===== config.mk =====
export PLATFORM = sky130hd
export DESIGN_NAME = io_space_decoder
export DESIGN_NICKNAME = d
export VERILOG_FILES = /design/src/include/io_space_pkg.sv /design/src/verilog/io_space_decoder.sv
export SDC_FILE = /design/constraint.sdc
export NUM_CORES = 1
export LEC_CHECK = 0
export BUFFER_PORTS_ARGS = -buffer_cell sky130_fd_sc_hd__buf_4
export CORE_ASPECT_RATIO = 1.2
export CORE_UTILIZATION = 59
export CTS_CLUSTER_DIAMETER = 30
export DETAILED_ROUTE_END_ITERATION = 7
export GPL_TIMING_DRIVEN = 0
export PLACE_DENSITY_LB_ADDON = 0.05
export SETUP_SLACK_MARGIN = 0.2
export SLEW_MARGIN = 20
export SYNTH_ARGS = -nofsm -noshare
export SYNTH_HDL_FRONTEND = slang
export SYNTH_SLANG_ARGS = --single-unit

===== constraint.sdc =====
create_clock -name clk -period 3.1 [get_ports clk]
set_clock_uncertainty 0.2 [all_clocks]
set_input_delay 0.62 -clock clk [delete_from_list [all_inputs] [get_ports clk]]
set_output_delay 0.62 -clock clk [all_outputs]
set_load 0.01 [all_outputs]

===== src/include/io_space_pkg.sv =====
// Package for the peripheral register space decoder: access kinds,
// address map, field masks and reset value.
// Assumes 8-bit data addresses, with I/O addresses offset into data space.

package io_space_pkg;

	// ------------------------------------------------------------
	// Access kinds issued by the core datapath
	// ------------------------------------------------------------
	typedef enum logic [7:0] {
		K_IO_READ = 8'h01,
		K_IO_WRITE = 8'h02,
		K_SET_IO_BIT = 8'h04,
		K_CLEAR_IO_BIT = 8'h08,
		K_SKIP_IF_IO_BIT_SET = 8'h10,
		K_SKIP_IF_IO_BIT_CLEAR = 8'h20,
		K_DATA_SPACE_LOAD = 8'h40,
		K_DATA_SPACE_WRITE = 8'h80
	} access_kind_t;

	// ------------------------------------------------------------
	// Space layout
	// ------------------------------------------------------------
	localparam logic [7:0] IO_DATA_OFFSET = 8'h20;
	localparam logic [7:0] EXT_FIRST = 8'h60;
	localparam logic [7:0] REG_RESET = 8'h00;
	localparam int PORT_STRIDE = 3;
	localparam int SPACE_LAST = 255;

	// ------------------------------------------------------------
	// Register data-space addresses
	// ------------------------------------------------------------
	localparam logic [7:0] ADDR_PORT_A_PIN_INPUT = 8'h20;
	localparam logic [7:0] ADDR_PORT_A_DIRECTION = 8'h21;
	localparam logic [7:0] ADDR_PORT_A_OUTPUT = 8'h22;
	localparam logic [7:0] ADDR_PORT_B_PIN_INPUT = 8'h23;
	localparam logic [7:0] ADDR_PORT_B_DIRECTION = 8'h24;
	localparam logic [7:0] ADDR_PORT_B_OUTPUT = 8'h25;
	localparam logic [7:0] ADDR_PORT_C_PIN_INPUT = 8'h26;
	localparam logic [7:0] ADDR_PORT_C_DIRECTION = 8'h27;
	localparam logic [7:0] ADDR_PORT_C_OUTPUT = 8'h28;
	localparam logic [7:0] ADDR_PORT_D_PIN_INPUT = 8'h29;
	localparam logic [7:0] ADDR_PORT_D_DIRECTION = 8'h2A;
	localparam logic [7:0] ADDR_PORT_D_OUTPUT = 8'h2B;
	localparam logic [7:0] ADDR_TIMER0_FLAGS = 8'h35;
	localparam logic [7:0] ADDR_TIMER1_FLAGS = 8'h36;
	localparam logic [7:0] ADDR_TIMER2_FLAGS = 8'h37;
	localparam logic [7:0] ADDR_TIMER3_FLAGS = 8'h38;
	localparam logic [7:0] ADDR_PIN_CHANGE_FLAGS = 8'h3B;
	localparam logic [7:0] ADDR_EXTERNAL_IRQ_FLAGS = 8'h3C;
	localparam logic [7:0] ADDR_EXTERNAL_IRQ_MASK = 8'h3D;
	localparam logic [7:0] ADDR_GENERAL_PURPOSE_0 = 8'h3E;
	localparam logic [7:0] ADDR_EEPROM_CONTROL = 8'h3F;
	localparam logic [7:0] ADDR_EEPROM_DATA = 8'h40;
	localparam logic [7:0] ADDR_EEPROM_ADDR_LOW = 8'h41;
	localparam logic [7:0] ADDR_EEPROM_ADDR_HIGH = 8'h42;
	localparam logic [7:0] ADDR_GENERAL_TIMER_CONTROL = 8'h43;
	localparam logic [7:0] ADDR_TIMER0_CONTROL_A = 8'h44;
	localparam logic [7:0] ADDR_TIMER0_CONTROL_B = 8'h45;
	localparam logic [7:0] ADDR_TIMER0_COUNT = 8'h46;
	localparam logic [7:0] ADDR_TIMER0_COMPARE_A = 8'h47;
	localparam logic [7:0] ADDR_TIMER0_COMPARE_B = 8'h48;
	localparam logic [7:0] ADDR_GENERAL_PURPOSE_1 = 8'h4A;
	localparam logic [7:0] ADDR_GENERAL_PURPOSE_2 = 8'h4B;
	localparam logic [7:0] ADDR_SERIAL_PERIPH_CONTROL = 8'h4C;
	localparam logic [7:0] ADDR_SERIAL_PERIPH_STATE = 8'h4D;
	localparam logic [7:0] ADDR_SERIAL_PERIPH_DATA = 8'h4E;
	localparam logic [7:0] ADDR_COMPARATOR_CONTROL = 8'h50;
	localparam logic [7:0] ADDR_DEBUG_DATA = 8'h51;
	localparam logic [7:0] ADDR_SLEEP_CONTROL = 8'h53;
	localparam logic [7:0] ADDR_RESET_CAUSE = 8'h54;
	localparam logic [7:0] ADDR_CORE_CONTROL = 8'h55;
	localparam logic [7:0] ADDR_SELF_PROGRAM_CONTROL = 8'h57;
	localparam logic [7:0] ADDR_STACK_POINTER_LOW = 8'h5D;
	localparam logic [7:0] ADDR_STACK_POINTER_HIGH = 8'h5E;
	localparam logic [7:0] ADDR_CORE_FLAGS = 8'h5F;
	localparam logic [7:0] ADDR_WATCHDOG_CONTROL = 8'h60;
	localparam logic [7:0] ADDR_CLOCK_PRESCALE = 8'h61;
	localparam logic [7:0] ADDR_POWER_REDUCTION_0 = 8'h64;
	localparam logic [7:0] ADDR_POWER_REDUCTION_1 = 8'h65;

	// ------------------------------------------------------------
	// Attribute tables
	// ------------------------------------------------------------
	function automatic logic reg_is_pin(input logic [7:0] a);
		return a == ADDR_PORT_A_PIN_INPUT || a == ADDR_PORT_B_PIN_INPUT ||
			a == ADDR_PORT_C_PIN_INPUT || a == ADDR_PORT_D_PIN_INPUT;
	endfunction

	// Bits cleared by writing one; these are never plain-writable
	function automatic logic [7:0] reg_w1c(input logic [7:0] a);
		unique case (a)
			ADDR_TIMER0_FLAGS, ADDR_TIMER2_FLAGS, ADDR_EXTERNAL_IRQ_FLAGS: return 8'h07;
			ADDR_TIMER1_FLAGS, ADDR_TIMER3_FLAGS: return 8'h27;
			ADDR_PIN_CHANGE_FLAGS: return 8'h0F;
			default: return 8'h00;
		endcase
	endfunction

	// Plain-writable bits; reserved bits stay at reset value
	function automatic logic [7:0] reg_wmask(input logic [7:0] a);
		unique case (a)
			ADDR_PORT_A_DIRECTION, ADDR_PORT_A_OUTPUT, ADDR_PORT_B_DIRECTION,
			ADDR_PORT_B_OUTPUT, ADDR_PORT_C_DIRECTION, ADDR_PORT_C_OUTPUT,
			ADDR_PORT_D_DIRECTION, ADDR_PORT_D_OUTPUT, ADDR_GENERAL_PURPOSE_0,
			ADDR_EEPROM_DATA, ADDR_EEPROM_ADDR_LOW, ADDR_TIMER0_COUNT,
			ADDR_TIMER0_COMPARE_A, ADDR_TIMER0_COMPARE_B, ADDR_GENERAL_PURPOSE_1,
			ADDR_GENERAL_PURPOSE_2, ADDR_SERIAL_PERIPH_CONTROL, ADDR_SERIAL_PERIPH_DATA,
			ADDR_COMPARATOR_CONTROL, ADDR_DEBUG_DATA, ADDR_SELF_PROGRAM_CONTROL,
			ADDR_STACK_POINTER_LOW, ADDR_STACK_POINTER_HIGH, ADDR_CORE_FLAGS,
			ADDR_WATCHDOG_CONTROL, ADDR_POWER_REDUCTION_0: return 8'hFF;
			ADDR_EXTERNAL_IRQ_MASK: return 8'h07;
			ADDR_EEPROM_CONTROL: return 8'h3F;
			ADDR_EEPROM_ADDR_HIGH: return 8'h0F;
			ADDR_GENERAL_TIMER_CONTROL: return 8'h83;
			ADDR_TIMER0_CONTROL_A: return 8'hF3;
			ADDR_TIMER0_CONTROL_B: return 8'hCF;
			ADDR_SERIAL_PERIPH_STATE: return 8'hC1;
			ADDR_SLEEP_CONTROL: return 8'h0F;
			ADDR_RESET_CAUSE: return 8'h1F;
			ADDR_CORE_CONTROL: return 8'hF3;
			ADDR_CLOCK_PRESCALE: return 8'h8F;
			ADDR_POWER_REDUCTION_1: return 8'h01;
			default: return 8'h00;
		endcase
	endfunction

	function automatic logic reg_impl(input logic [7:0] a);
		return reg_is_pin(a) || reg_w1c(a) != 8'h00 || reg_wmask(a) != 8'h00;
	endfunction

endpackage


===== src/verilog/io_space_decoder.sv =====
// Peripheral register space decoder: I/O and data-space access to
// the peripheral registers, with bit access in the low 32 I/O addresses.
// Assumes one request per cycle from the core datapath on clk; pins async.
//
// Function
// - Bit set and clear act on I/O addresses 0x00-0x1F only; others refused.
// - Skip-if-bit tests read any bit of I/O addresses 0x00-0x1F only.
// - Flag bits clear when written with one; a zero leaves them unchanged.
// - Bit set/clear rewrite whole register; flags read set are thereby cleared.
// - I/O read and write instructions use 6-bit I/O addresses 0x00-0x3F.
// - Data-space loads and writes see each register at I/O address plus 0x20.
// - Extended region 0x60-0xFF reachable only by data-space loads and writes.

`timescale 1ns/1ps
`default_nettype none

module io_space_decoder
	import io_space_pkg::*;
(
	input wire logic clk,
	input wire logic rst_n,
	input wire logic acc_valid,
	input wire access_kind_t acc_kind,
	input wire logic [7:0] acc_addr,
	input wire logic [2:0] acc_bit,
	input wire logic [7:0] acc_wdata,
	output logic acc_done_q,
	output logic acc_refused_q,
	output logic [7:0] acc_rdata_q,
	output logic acc_skip_q,
	input wire logic [7:0] pin_a,
	input wire logic [7:0] pin_b,
	input wire logic [7:0] pin_c,
	input wire logic [7:0] pin_d,
	input wire logic [7:0] timer0_flag_set,
	input wire logic [7:0] timer1_flag_set,
	input wire logic [7:0] timer2_flag_set,
	input wire logic [7:0] timer3_flag_set,
	input wire logic [7:0] pin_change_flag_set,
	input wire logic [7:0] external_irq_flag_set,
	output logic [7:0] port_a_output,
	output logic [7:0] port_a_direction,
	output logic [7:0] port_b_output,
	output logic [7:0] port_b_direction,
	output logic [7:0] port_c_output,
	output logic [7:0] port_c_direction,
	output logic [7:0] port_d_output,
	output logic [7:0] port_d_direction
);

	// ------------------------------------------------------------
	// Pin synchronisers
	// ------------------------------------------------------------
	logic [7:0] pin_s1_q [4];
	logic [7:0] pin_s2_q [4];
	logic [7:0] pin_raw [4];

	assign pin_raw[0] = pin_a;
	assign pin_raw[1] = pin_b;
	assign pin_raw[2] = pin_c;
	assign pin_raw[3] = pin_d;

	// Only the second stage is read; a pin change shows two edges late
	always_ff @(posedge clk or negedge rst_n) begin
		if (!rst_n) begin
			for (int i = 0; i < 4; i++) begin
				pin_s1_q[i] <= REG_RESET;
				pin_s2_q[i] <= REG_RESET;
			end
		end else begin
			for (int i = 0; i < 4; i++) begin
				pin_s1_q[i] <= pin_raw[i];
				pin_s2_q[i] <= pin_s1_q[i];
			end
		end
	end

	// ------------------------------------------------------------
	// Request decode
	// ------------------------------------------------------------
	logic is_io;
	logic is_bit_rw;
	logic is_skip;
	logic is_write;
	logic is_read;
	logic refused;
	logic mapped;
	logic [7:0] eff_addr;
	logic [7:0] bit_onehot;
	logic [7:0] rd_cur;
	logic [7:0] wr_val;
	logic wr_en;
	logic [7:0] cur [IO_DATA_OFFSET:SPACE_LAST];
	logic [7:0] hw_set [IO_DATA_OFFSET:SPACE_LAST];

	assign is_bit_rw = acc_kind == K_SET_IO_BIT || acc_kind == K_CLEAR_IO_BIT;
	assign is_skip = acc_kind == K_SKIP_IF_IO_BIT_SET || acc_kind == K_SKIP_IF_IO_BIT_CLEAR;
	assign is_io = is_bit_rw || is_skip || acc_kind == K_IO_READ || acc_kind == K_IO_WRITE;
	assign is_write = is_bit_rw || acc_kind == K_IO_WRITE || acc_kind == K_DATA_SPACE_WRITE;
	assign is_read = acc_kind == K_IO_READ || acc_kind == K_DATA_SPACE_LOAD;

	// I/O forms carry only a 6-bit address, so they can never reach
	// the extended region above the offset I/O window.
	assign eff_addr = is_io ? 8'({2'b00, acc_addr[5:0]} + IO_DATA_OFFSET)
		: acc_addr;
	assign refused = (is_io && acc_addr[7:6] != 2'b00)
		|| ((is_bit_rw || is_skip) && acc_addr[5]);
	assign mapped = reg_impl(eff_addr);
	assign bit_onehot = 8'h01 << acc_bit;
	assign rd_cur = mapped ? cur[eff_addr] : 8'h00;

	// Writes to unmapped or reserved addresses are dropped silently
	assign wr_en = acc_valid && !refused && is_write && mapped;

	// Bit forms rewrite the whole register from its read value, so
	// any flag that reads one, except the bit a clear addresses, is written one and clears.
	always_comb begin
		unique case (acc_kind)
			K_SET_IO_BIT: wr_val = rd_cur | bit_onehot;
			K_CLEAR_IO_BIT: wr_val = rd_cur & ~bit_onehot;
			default: wr_val = acc_wdata;
		endcase
	end

	// ------------------------------------------------------------
	// Hardware flag events
	// ------------------------------------------------------------
	always_comb begin
		for (int i = IO_DATA_OFFSET; i <= SPACE_LAST; i++) begin
			hw_set[i] = 8'h00;
		end
		hw_set[ADDR_TIMER0_FLAGS] = timer0_flag_set;
		hw_set[ADDR_TIMER1_FLAGS] = timer1_flag_set;
		hw_set[ADDR_TIMER2_FLAGS] = timer2_flag_set;
		hw_set[ADDR_TIMER3_FLAGS] = timer3_flag_set;
		hw_set[ADDR_PIN_CHANGE_FLAGS] = pin_change_flag_set;
		hw_set[ADDR_EXTERNAL_IRQ_FLAGS] = external_irq_flag_set;
	end

	// ------------------------------------------------------------
	// Register storage, one entry per data address
	// ------------------------------------------------------------
	for (genvar a = IO_DATA_OFFSET; a <= SPACE_LAST; a++) begin : g_space
		localparam logic [7:0] A = 8'(a);
		localparam logic [7:0] WM = reg_wmask(A);
		localparam logic [7:0] W1 = reg_w1c(A);
		if (reg_is_pin(A)) begin : g_pin
			assign cur[a] = pin_s2_q[(a - IO_DATA_OFFSET) / PORT_STRIDE];
		end else if (reg_impl(A)) begin : g_reg
			logic [7:0] q;
			// A hardware set in the clearing cycle wins over the clear
			always_ff @(posedge clk or negedge rst_n) begin
				if (!rst_n) begin
					q <= REG_RESET;
				end else if (wr_en && eff_addr == A) begin
					q <= (((q & ~WM) | (wr_val & WM)) & ~(wr_val & W1)) | (hw_set[a] & W1);
				end else begin
					q <= q | (hw_set[a] & W1);
				end
			end
			assign cur[a] = q;
		end else begin : g_none
			assign cur[a] = 8'h00;
		end
	end

	assign port_a_output = cur[ADDR_PORT_A_OUTPUT];
	assign port_a_direction = cur[ADDR_PORT_A_DIRECTION];
	assign port_b_output = cur[ADDR_PORT_B_OUTPUT];
	assign port_b_direction = cur[ADDR_PORT_B_DIRECTION];
	assign port_c_output = cur[ADDR_PORT_C_OUTPUT];
	assign port_c_direction = cur[ADDR_PORT_C_DIRECTION];
	assign port_d_output = cur[ADDR_PORT_D_OUTPUT];
	assign port_d_direction = cur[ADDR_PORT_D_DIRECTION];

	// ------------------------------------------------------------
	// Answer registers
	// ------------------------------------------------------------
	always_ff @(posedge clk or negedge rst_n) begin
		if (!rst_n) begin
			acc_done_q <= 1'b0;
			acc_refused_q <= 1'b0;
		end else begin
			acc_done_q <= acc_valid;
			acc_refused_q <= acc_valid && refused;
		end
	end

	always_ff @(posedge clk or negedge rst_n) begin
		if (!rst_n) begin
			acc_rdata_q <= REG_RESET;
		end else if (acc_valid && !refused && is_read) begin
			acc_rdata_q <= rd_cur;
		end else begin
			acc_rdata_q <= 8'h00;
		end
	end

	always_ff @(posedge clk or negedge rst_n) begin
		if (!rst_n) begin
			acc_skip_q <= 1'b0;
		end else if (acc_valid && !refused && acc_kind == K_SKIP_IF_IO_BIT_SET) begin
			acc_skip_q <= rd_cur[acc_bit];
		end else if (acc_valid && !refused && acc_kind == K_SKIP_IF_IO_BIT_CLEAR) begin
			acc_skip_q <= !rd_cur[acc_bit];
		end else begin
			acc_skip_q <= 1'b0;
		end
	end

	// ------------------------------------------------------------
	// Assertions
	// ------------------------------------------------------------
	logic rd_bit;
	assign rd_bit = rd_cur[acc_bit];

	property p_bit_op_range;
		@(posedge clk) disable iff (!rst_n)
		acc_valid && is_bit_rw && acc_addr[5] |=> acc_refused_q && acc_done_q;
	endproperty
	a_bit_op_range: assert property (p_bit_op_range)
		else $error("bit op above 0x1F not refused");

	property p_bit_op_no_effect;
		@(posedge clk) disable iff (!rst_n)
		acc_valid && acc_kind == K_SET_IO_BIT && acc_addr == 8'h3E && acc_bit == 3'd0
		|=> $stable(cur[ADDR_STACK_POINTER_HIGH]);
	endproperty
	a_bit_op_no_effect: assert property (p_bit_op_no_effect)
		else $error("bit op above 0x1F changed a register");

	property p_skip_set;
		@(posedge clk) disable iff (!rst_n)
		acc_valid && acc_kind == K_SKIP_IF_IO_BIT_SET && !refused |=> acc_skip_q == $past(rd_bit);
	endproperty
	a_skip_set: assert property (p_skip_set)
		else $error("skip-if-set result wrong");

	property p_w1c;
		@(posedge clk) disable iff (!rst_n)
		acc_valid && acc_kind == K_DATA_SPACE_WRITE && acc_addr == ADDR_TIMER0_FLAGS
		&& timer0_flag_set == 8'h00
		|=> cur[ADDR_TIMER0_FLAGS] == ($past(cur[ADDR_TIMER0_FLAGS]) & ~$past(acc_wdata));
	endproperty
	a_w1c: assert property (p_w1c)
		else $error("flag write-one-to-clear wrong");

	property p_set_wins;
		@(posedge clk) disable iff (!rst_n)
		timer1_flag_set != 8'h00
		|=> (cur[ADDR_TIMER1_FLAGS] & $past(timer1_flag_set & 8'h27)) == $past(timer1_flag_set & 8'h27);
	endproperty
	a_set_wins: assert property (p_set_wins)
		else $error("hardware flag set lost");

	property p_rmw_clears;
		@(posedge clk) disable iff (!rst_n)
		acc_valid && acc_kind == K_SET_IO_BIT && acc_addr == ADDR_TIMER0_FLAGS - IO_DATA_OFFSET
		&& timer0_flag_set == 8'h00 |=> cur[ADDR_TIMER0_FLAGS] == 8'h00;
	endproperty
	a_rmw_clears: assert property (p_rmw_clears)
		else $error("bit set did not clear flags read as set");

	property p_io_upper_refused;
		@(posedge clk) disable iff (!rst_n)
		acc_valid && is_io && acc_addr[7:6] != 2'b00 |=> acc_refused_q && acc_done_q;
	endproperty
	a_io_upper_refused: assert property (p_io_upper_refused)
		else $error("I/O address beyond 0x3F accepted");

	property p_io_offset;
		@(posedge clk) disable iff (!rst_n)
		acc_valid && acc_kind == K_IO_READ && acc_addr == ADDR_PORT_A_DIRECTION - IO_DATA_OFFSET
		|=> acc_rdata_q == $past(cur[ADDR_PORT_A_DIRECTION]);
	endproperty
	a_io_offset: assert property (p_io_offset)
		else $error("I/O address not offset by 0x20");

	property p_ext_data_only;
		@(posedge clk) disable iff (!rst_n)
		acc_valid && is_io |=> $stable(cur[ADDR_WATCHDOG_CONTROL]) && $stable(cur[ADDR_CLOCK_PRESCALE]);
	endproperty
	a_ext_data_only: assert property (p_ext_data_only)
		else $error("I/O form reached extended region");

	property p_unmapped_zero;
		@(posedge clk) disable iff (!rst_n)
		acc_valid && acc_kind == K_DATA_SPACE_LOAD && !mapped |=> acc_rdata_q == 8'h00;
	endproperty
	a_unmapped_zero: assert property (p_unmapped_zero)
		else $error("unmapped read not zero");

	property p_done_timing;
		@(posedge clk) disable iff (!rst_n)
		acc_valid |=> acc_done_q;
	endproperty
	a_done_timing: assert property (p_done_timing)
		else $error("answer not one cycle after request");

	// Same-edge race: a hardware set must survive a write-one clear
	property p_flag_set_wins;
		@(posedge clk) disable iff (!rst_n)
		wr_en && eff_addr == ADDR_TIMER1_FLAGS && timer1_flag_set[0]
		|=> cur[ADDR_TIMER1_FLAGS][0];
	endproperty
	a_flag_set_wins: assert property (p_flag_set_wins)
		else $error("flag set lost to a simultaneous clear");

	property p_skip_clear;
		@(posedge clk) disable iff (!rst_n)
		acc_valid && acc_kind == K_SKIP_IF_IO_BIT_CLEAR && !refused
		|=> acc_skip_q == !$past(rd_bit);
	endproperty
	a_skip_clear: assert property (p_skip_clear)
		else $error("skip-if-clear result wrong");

	// Bit clear writes the addressed flag back as zero, so only it survives
	property p_clear_bit_keeps;
		@(posedge clk) disable iff (!rst_n)
		acc_valid && acc_kind == K_CLEAR_IO_BIT
		&& acc_addr == ADDR_EXTERNAL_IRQ_FLAGS - IO_DATA_OFFSET && external_irq_flag_set == 8'h00
		|=> cur[ADDR_EXTERNAL_IRQ_FLAGS] == ($past(rd_cur) & $past(bit_onehot));
	endproperty
	a_clear_bit_keeps: assert property (p_clear_bit_keeps)
		else $error("bit clear kept a flag read as set");

	property p_data_write_lands;
		@(posedge clk) disable iff (!rst_n)
		acc_valid && acc_kind == K_DATA_SPACE_WRITE && acc_addr == ADDR_PORT_A_OUTPUT
		|=> port_a_output == $past(acc_wdata);
	endproperty
	a_data_write_lands: assert property (p_data_write_lands)
		else $error("data-space write missed its register");

	property p_refused_quiet;
		@(posedge clk) disable iff (!rst_n)
		acc_refused_q |-> acc_rdata_q == 8'h00 && !acc_skip_q;
	endproperty
	a_refused_quiet: assert property (p_refused_quiet)
		else $error("refused access returned data or skip");

	property p_reserved_zero;
		@(posedge clk) disable iff (!rst_n)
		(cur[ADDR_CORE_CONTROL] & ~reg_wmask(ADDR_CORE_CONTROL)) == 8'h00;
	endproperty
	a_reserved_zero: assert property (p_reserved_zero)
		else $error("reserved bits read nonzero");

	// A pin level reaches the read path two edges after it is sampled
	property p_pin_two_stages;
		@(posedge clk) disable iff (!rst_n)
		1'b1 |-> ##2 cur[ADDR_PORT_A_PIN_INPUT] == $past(pin_a, 2);
	endproperty
	a_pin_two_stages: assert property (p_pin_two_stages)
		else $error("pin read not two stages behind the pin");

	c_io_write: cover property (@(posedge clk) disable iff (!rst_n)
		acc_valid && acc_kind == K_IO_WRITE && !refused);
	c_set_bit: cover property (@(posedge clk) disable iff (!rst_n)
		acc_valid && acc_kind == K_SET_IO_BIT && !refused ##1 acc_done_q);
	c_skip_taken: cover property (@(posedge clk) disable iff (!rst_n)
		acc_valid && is_skip ##1 acc_skip_q);
	c_ext_write: cover property (@(posedge clk) disable iff (!rst_n)
		acc_valid && acc_kind == K_DATA_SPACE_WRITE && acc_addr >= EXT_FIRST && mapped);
	c_flag_race: cover property (@(posedge clk) disable iff (!rst_n)
		wr_en && eff_addr == ADDR_TIMER1_FLAGS && timer1_flag_set != 8'h00);

endmodule

`default_nettype wire


Word-level counts from Yosys, hierarchy flattened
Memory sizes are Yosys's and may differ from the RTL's.
Index checks and enable logic that the tools add are counted.
- ROM bits: 1024
- output and inout bits: 75
- flip-flop bits (word level): 427
- memories: 1
- memories (memory ; words ; width ; rd ports ; clocked after Yosys merged registers in ; wr ports ; RTL line ; source):
    (no name shown) ; 128 ; 8 ; 1 ; 0 ; 0 ; io_space_pkg.sv:102 ; unique case (a)
- reduce and logical (&&, ||, !) cells: 74
- mux-type cells: 19
- add/sub/neg operators: 1
- bitwise gates (word level): 37
- equal/unequal tests: 56
- shift operators: 1
- magnitude comparators: 2
- operators with widths (kind ; number):
    equality test 8 x 7 -> 1 bit, second input constant ; 28
    equality test 8 x 6 -> 1 bit, second input constant ; 22
    two-way mux 8 bit ; 12
    binary-select mux 8 bit (select 8 bit) ; 1
    bitwise AND 8 bit ; 7
    OR 8 x 3 -> 8 bit ; 7
    logical AND 1 bit ; 53
    OR 8 x 6 -> 8 bit ; 5
    OR 8 x 4 -> 8 bit ; 4
    one-hot mux 6 bit (3 select lines) ; 1
    OR 4 x 8 -> 8 bit ; 2
    OR 6 x 8 -> 8 bit ; 2
    OR 7 x 8 -> 8 bit ; 2
    one-hot mux 8 bit (2 select lines) ; 1
    nonzero test 8 bit ; 2
    logical OR 1 bit ; 14
    >= comparator 9 bit, second input constant ; 1
    inverter 8 -> 9 bit ; 1
    equality test 8 x 1 -> 1 bit, second input constant ; 1
    equality test 8 x 2 -> 1 bit, second input constant ; 1
    equality test 8 x 3 -> 1 bit, second input constant ; 1
    equality test 8 x 4 -> 1 bit, second input constant ; 1
    equality test 8 x 5 -> 1 bit, second input constant ; 1
    equality test 8 bit, second input constant ; 1
    16 further kinds ; 19

Depth between registers and ports, before layout
- depth after elaboration: 19
- mapped depth: 18
- depth with buffers taken out: 12

Worst setup path before layout
Ideal clock, no wire load.
- kind: input -> register
- from: input port acc_addr[1]
- to: register g_space[93].g_reg.q[0]
- required time: 2775 ps
- cell stages on the path: 17
- buffers on the path: 5
- path slack: -1253 ps
- arrival time: 4029 ps
- path through: buf_2 -> buf_2 -> inv_1 -> clkbuf_1 -> ha_1 -> clkbuf_1 -> nor3_1 -> a211o_1 -> a32o_1 -> nor4_1 -> o22ai_1 -> nand3_2 -> buf_4 -> nand4_1 -> nor2_4 -> nand3_1 -> mux2_2
- cells in the longest elaborated chain, start to end: 11
- ends and longest elaborated chain (element ; RTL line ; source):
    start: declaration ; io_space_decoder.sv:24 ; input wire logic [7:0] acc_addr,
    adder 6 x 6 -> 7 bit ; io_space_decoder.sv:104 ; assign eff_addr = is_io ? 8'({2'b00, acc_addr[5:0]} + IO_DATA_OFFSET)
    two-way mux 8 bit (*) ; io_space_decoder.sv:104 ;
    parallel branches: the longest is 9 deep, another holds memory (128 x 8 bit) ; - ;
    end signal: assignment ; io_space_decoder.sv:156 ; q <= (((q & ~WM) | (wr_val & WM)) & ~(wr_val & W1)) | (hw_set[a] & W1);
    end signal: assignment ; io_space_decoder.sv:158 ; q <= q | (hw_set[a] & W1);
    end: declaration ; io_space_decoder.sv:150 ; logic [7:0] q;
Mark *: on every way between the ends. The select of a mux whose other input is x is not followed.
A chain may end at the register's enable or synchronous reset.

Worst setup path in the final report
- from: input port acc_addr[2]
- to: register g_space[100].g_reg.q[6]
- cells in the longest elaborated chain, start to end: 11
- ends and longest elaborated chain (element ; RTL line):
    adder 6 x 6 -> 7 bit ; io_space_decoder.sv:104
    two-way mux 8 bit (*) ; io_space_decoder.sv:104
    parallel branches: the longest is 9 deep, another holds memory (128 x 8 bit) ; -
    end signal: assignment ; io_space_decoder.sv:156
    end signal: assignment ; io_space_decoder.sv:158
    end: declaration ; io_space_decoder.sv:150
Marked as above.

==> metrics.txt <==
violations in the final reports setup timing; count of port buffers added during placement 149; maximum clock frequency 0.261 GHz; crit path cell chain clkbuf_2 -> buf_4 -> mux4_2 -> nor3_1 -> a2111oi_0 -> o21ai_0 -> a21oi_2 -> or3_1 -> a21oi_2 -> a21oi_1 -> mux2_4 -> clkbuf_8 -> mux2_2; power spent charging and discharging nets 3.64 mW; prevailing post-synth register cell sky130_fd_sc_hd__dfrtp_1; commonest non-fill, non-tap cell in the layout sky130_fd_sc_hd__dfrtp_1; leakage power summed over all cells 11.8 nW; die footprint 30,000 um2; placeable core region 28,800 um2; antenna violations before repair 4; number of nets in the layout 1,872; standard cell with the maximum stage delay on the critical path sky130_fd_sc_hd__mux4_2; Root Driver sky130_fd_sc_hd__clkbuf_16; CTS max path bufs 3; Pwr Density 570 nW/um2; Avg Cell Area, Syn 12.2 um2; Pint 10.5 mW; power share of the combinational group 9.7%; fillers 1,323; highest fanout seen on the critical path 10; Flop pwr share 33.3%; minimum clock period 3840 ps; maximum number of pins on one net before global-route repair 102; Syn Inst Count 1,414; non-filler cells in the finished layout 2,197; clock network latency to the later pin of the worst-skew pair 590 ps; Most Frequent Cell on Critical Path sky130_fd_sc_hd__a21oi_2; pre-CTS WS -2710 ps; area occupied by multi-input gates 8540 um2; transition time of the tightest slew-check pin 1370 ps; number of H-tree levels 3; outcome finished with violations; Setup Total Neg Slack -161,620 ps; count of state elements after synthesis 356; dpl cells 1,951; number of flops mapped to enable cells by yosys 0; highest cell delay on the worst timing path 530 ps; CP Launch Type input port; y dimension of the die 189 um; sequential element share of the synthesized area 51.6%; share of post-route cells with drive strength above 1 52.1%; vias after detailed routing 15,445; number of clock sinks 356; Routed Wire Length 74,200 um; gr ovfl total 0; total global routing track utilization 48.8%; slew margin rel. 8.95%; clock buffers created by TritonCTS 70; Maximum Capacitance Violations 0; Final period util 124%; DR vias/cell 7.03; Starting Density 60.1%; mean routed wirelength per cell 33.8 um; post-detailed-route count of antenna-violating nets 0; Rows 68; final hold viol count 0; clock tree from TritonCTS done; synth unique cells 74; most frequent cells in the layout sky130_fd_sc_hd__dfrtp_1 (356), sky130_fd_sc_hd__buf_4 (256), sky130_fd_sc_hd__mux2_2 (235), sky130_fd_sc_hd__clkbuf_16 (93), sky130_fd_sc_hd__nor2_1 (68); clock-pin transition on the worst setup and hold timing paths 50 ps; global placement routability congestion 1.02; RSZ-0062 raised after global routing true; HPWL Detailed 42,200 um; Post-Syn Area 17,300 um2; buffering stage count on the worst path with inverters included 3; width of the die 158 um; residual DRC count 0; area growth from synthesis to layout 44.0%; I/O pin count 185; iteration count of the initial detailed-routing pass 8; category of the most critical setup path input port to flip-flop; Power, Total 14.2 mW; least setup slack across all paths after layout -736 ps; data required time of the worst path 3360 ps; end-of-flow core utilization 86.5%; number of design-rule violations left by the first detailed-router iteration 1,855; CP top delay family multiplexers; Yosys warnings 0; sort of element at the end of the critical path flip-flop; Clk network pwr share 57.0%; Slew Limit Fails 0; via count of the first global-routing pass 15,395; proportion of total power due to net switching 25.6%; Post-Synthesis Net Count 1,529; share of flip-flops with an asynchronous set or reset after synthesis 100%; class of the most critical hold timing path input port to flip-flop; first-pass GRT wire length 103,000 um; worst supply voltage drop on vdd 0.692 mV; Crit path arrival time 4090 ps; storage element area 8910 um2; final setup violation count 290
-- synthesized netlist by cell type (8+ instances only) --
cell type	instances	share of area [%]
sky130_fd_sc_hd__a21oi_1	55	1.6
sky130_fd_sc_hd__a221oi_1	13	0.66
sky130_fd_sc_hd__a22oi_1	16	0.70
sky130_fd_sc_hd__a31oi_1	26	0.94
sky130_fd_sc_hd__and2_1	8	0.29
sky130_fd_sc_hd__buf_1	9	0.20
sky130_fd_sc_hd__buf_2	27	0.78
sky130_fd_sc_hd__buf_4	65	2.8
sky130_fd_sc_hd__clkbuf_1	63	1.4
sky130_fd_sc_hd__dfrtp_1	356	52
sky130_fd_sc_hd__inv_1	11	0.24
sky130_fd_sc_hd__mux2_2	283	18
sky130_fd_sc_hd__mux2i_1	39	2.3
sky130_fd_sc_hd__mux4_2	28	3.7
sky130_fd_sc_hd__nand2_1	62	1.3
sky130_fd_sc_hd__nand2b_1	8	0.29
sky130_fd_sc_hd__nand3_1	34	0.98
sky130_fd_sc_hd__nand3_2	12	0.70
sky130_fd_sc_hd__nor2_1	72	1.6
sky130_fd_sc_hd__nor2b_1	21	0.76
sky130_fd_sc_hd__nor3_1	18	0.52
sky130_fd_sc_hd__o21ai_0	33	0.96
sky130_fd_sc_hd__o221ai_1	10	0.51
sky130_fd_sc_hd__or3_1	8	0.29
-- cells by family (layout without fill, tap and decap cells) --
family,Yosys count,count (layout),synth area share (%)
flops,356,356,51.6
mux,352,352,24.6
simple gates,282,282,8.41
compound gates,235,235,9.29
buf+inv,179,574,5.54
fa+ha+maj,5,5,0.362
xor+xnor,5,5,0.253
other cells,0,3,0
-- metal layers --
layer  routed length [um]  vias up  global-route usage (%)
met4                 6610        2                    39.8
met2                32400     1367                    70.4
met5                   15        -                       0
met1                25000     7691                    58.6
li1                     -     5875                       -
met3                10200      510                    17.2
-- state kept, by name (all words and copies together), names as in the netlist --
register          cells
g_space.g_reg.q     217
cur                  32
pin_s1_q             32
acc_rdata_q           8
port_a_direction      8
port_a_output         8
port_b_direction      8
port_b_output         8
port_c_direction      8
port_c_output         8
port_d_direction      8
port_d_output         8
acc_done_q            1
acc_refused_q         1
acc_skip_q            1
-- stage by stage --
stage / hold WS [ps] / cell area [um2]
after global placement: 131 / 19400
after CTS: 18.8 / 24200
after floorplan: 124 / 17800
after detailed placement: 135 / 19500
final: 29.2 / 24900
after global routing: 35.2 / 24900
-- power groups by stage --
| stage | Clock, mW | Sequential [mW] | Combinational [mW] |
|---|---|---|---|
| floorplan | 0 | 4.79 | 0.455 |
| global placement | 0 | 4.79 | 0.931 |
| detailed placement | 0 | 4.79 | 0.950 |
| CTS | 7.99 | 4.72 | 1.20 |
| global route | 8.28 | 4.72 | 1.39 |
| finish | 8.09 | 4.72 | 1.38 |
-- final timing paths --
check,endpoint,slack [ps],from,cells past startpoint
setup / recovery,g_space[100].g_reg.q[6]$_DFFE_PN0P_,-740,acc_addr[2],13
hold / removal,g_space[59].g_reg.q[3]$_DFF_PN0_,30,pin_change_flag_set[3],2
setup reg to reg,g_space[100].g_reg.q[6]$_DFFE_PN0P_,-650,port_c_direction[6]$_DFFE_PN0P_,11
hold reg to reg,cur[1764]$_DFF_PN0_,140,pin_s1_q[20]$_DFF_PN0_,0
max in group asynchronous,cur[1737]$_DFF_PN0_,930,rst_n,4
min in group asynchronous,acc_refused_q$_DFF_PN0_,400,rst_n,2
-- worst register-to-register path, stage by stage (launching register included) --
cell                        delay (ps)
sky130_fd_sc_hd__dfrtp_1           400
sky130_fd_sc_hd__mux4_2            490
sky130_fd_sc_hd__nor3_1            470
sky130_fd_sc_hd__a2111oi_0         210
sky130_fd_sc_hd__o21ai_0           180
sky130_fd_sc_hd__a21oi_2           150
sky130_fd_sc_hd__or3_1             410
sky130_fd_sc_hd__a21oi_2           140
sky130_fd_sc_hd__a21oi_1            50
sky130_fd_sc_hd__mux2_4            410
sky130_fd_sc_hd__clkbuf_8          230
sky130_fd_sc_hd__mux2_2            280
-- area by class of cell --
class | instances | share of cell area, %
sequential | 356 | 35.8
multi-input combinational | 879 | 34.3
tap | 385 | 1.94
buffer | 165 | 7.00
timing repair buffer | 271 | 10.5
inverter | 14 | 0.267
antenna | 3 | 0.0302
clock inverter | 41 | 2.34
clock buffer | 83 | 7.77
-- repair_timing --
action,4_1_cts,5_1_grt
buffers inserted,49,20
hold buffers,34,0
cloned,10,6
pin swaps,27,23
endpoints found under the hold margin,102,0
endpoints found under the setup margin,290,290
gates resized for setup,280,67
(Power assumes the default switching activity.)
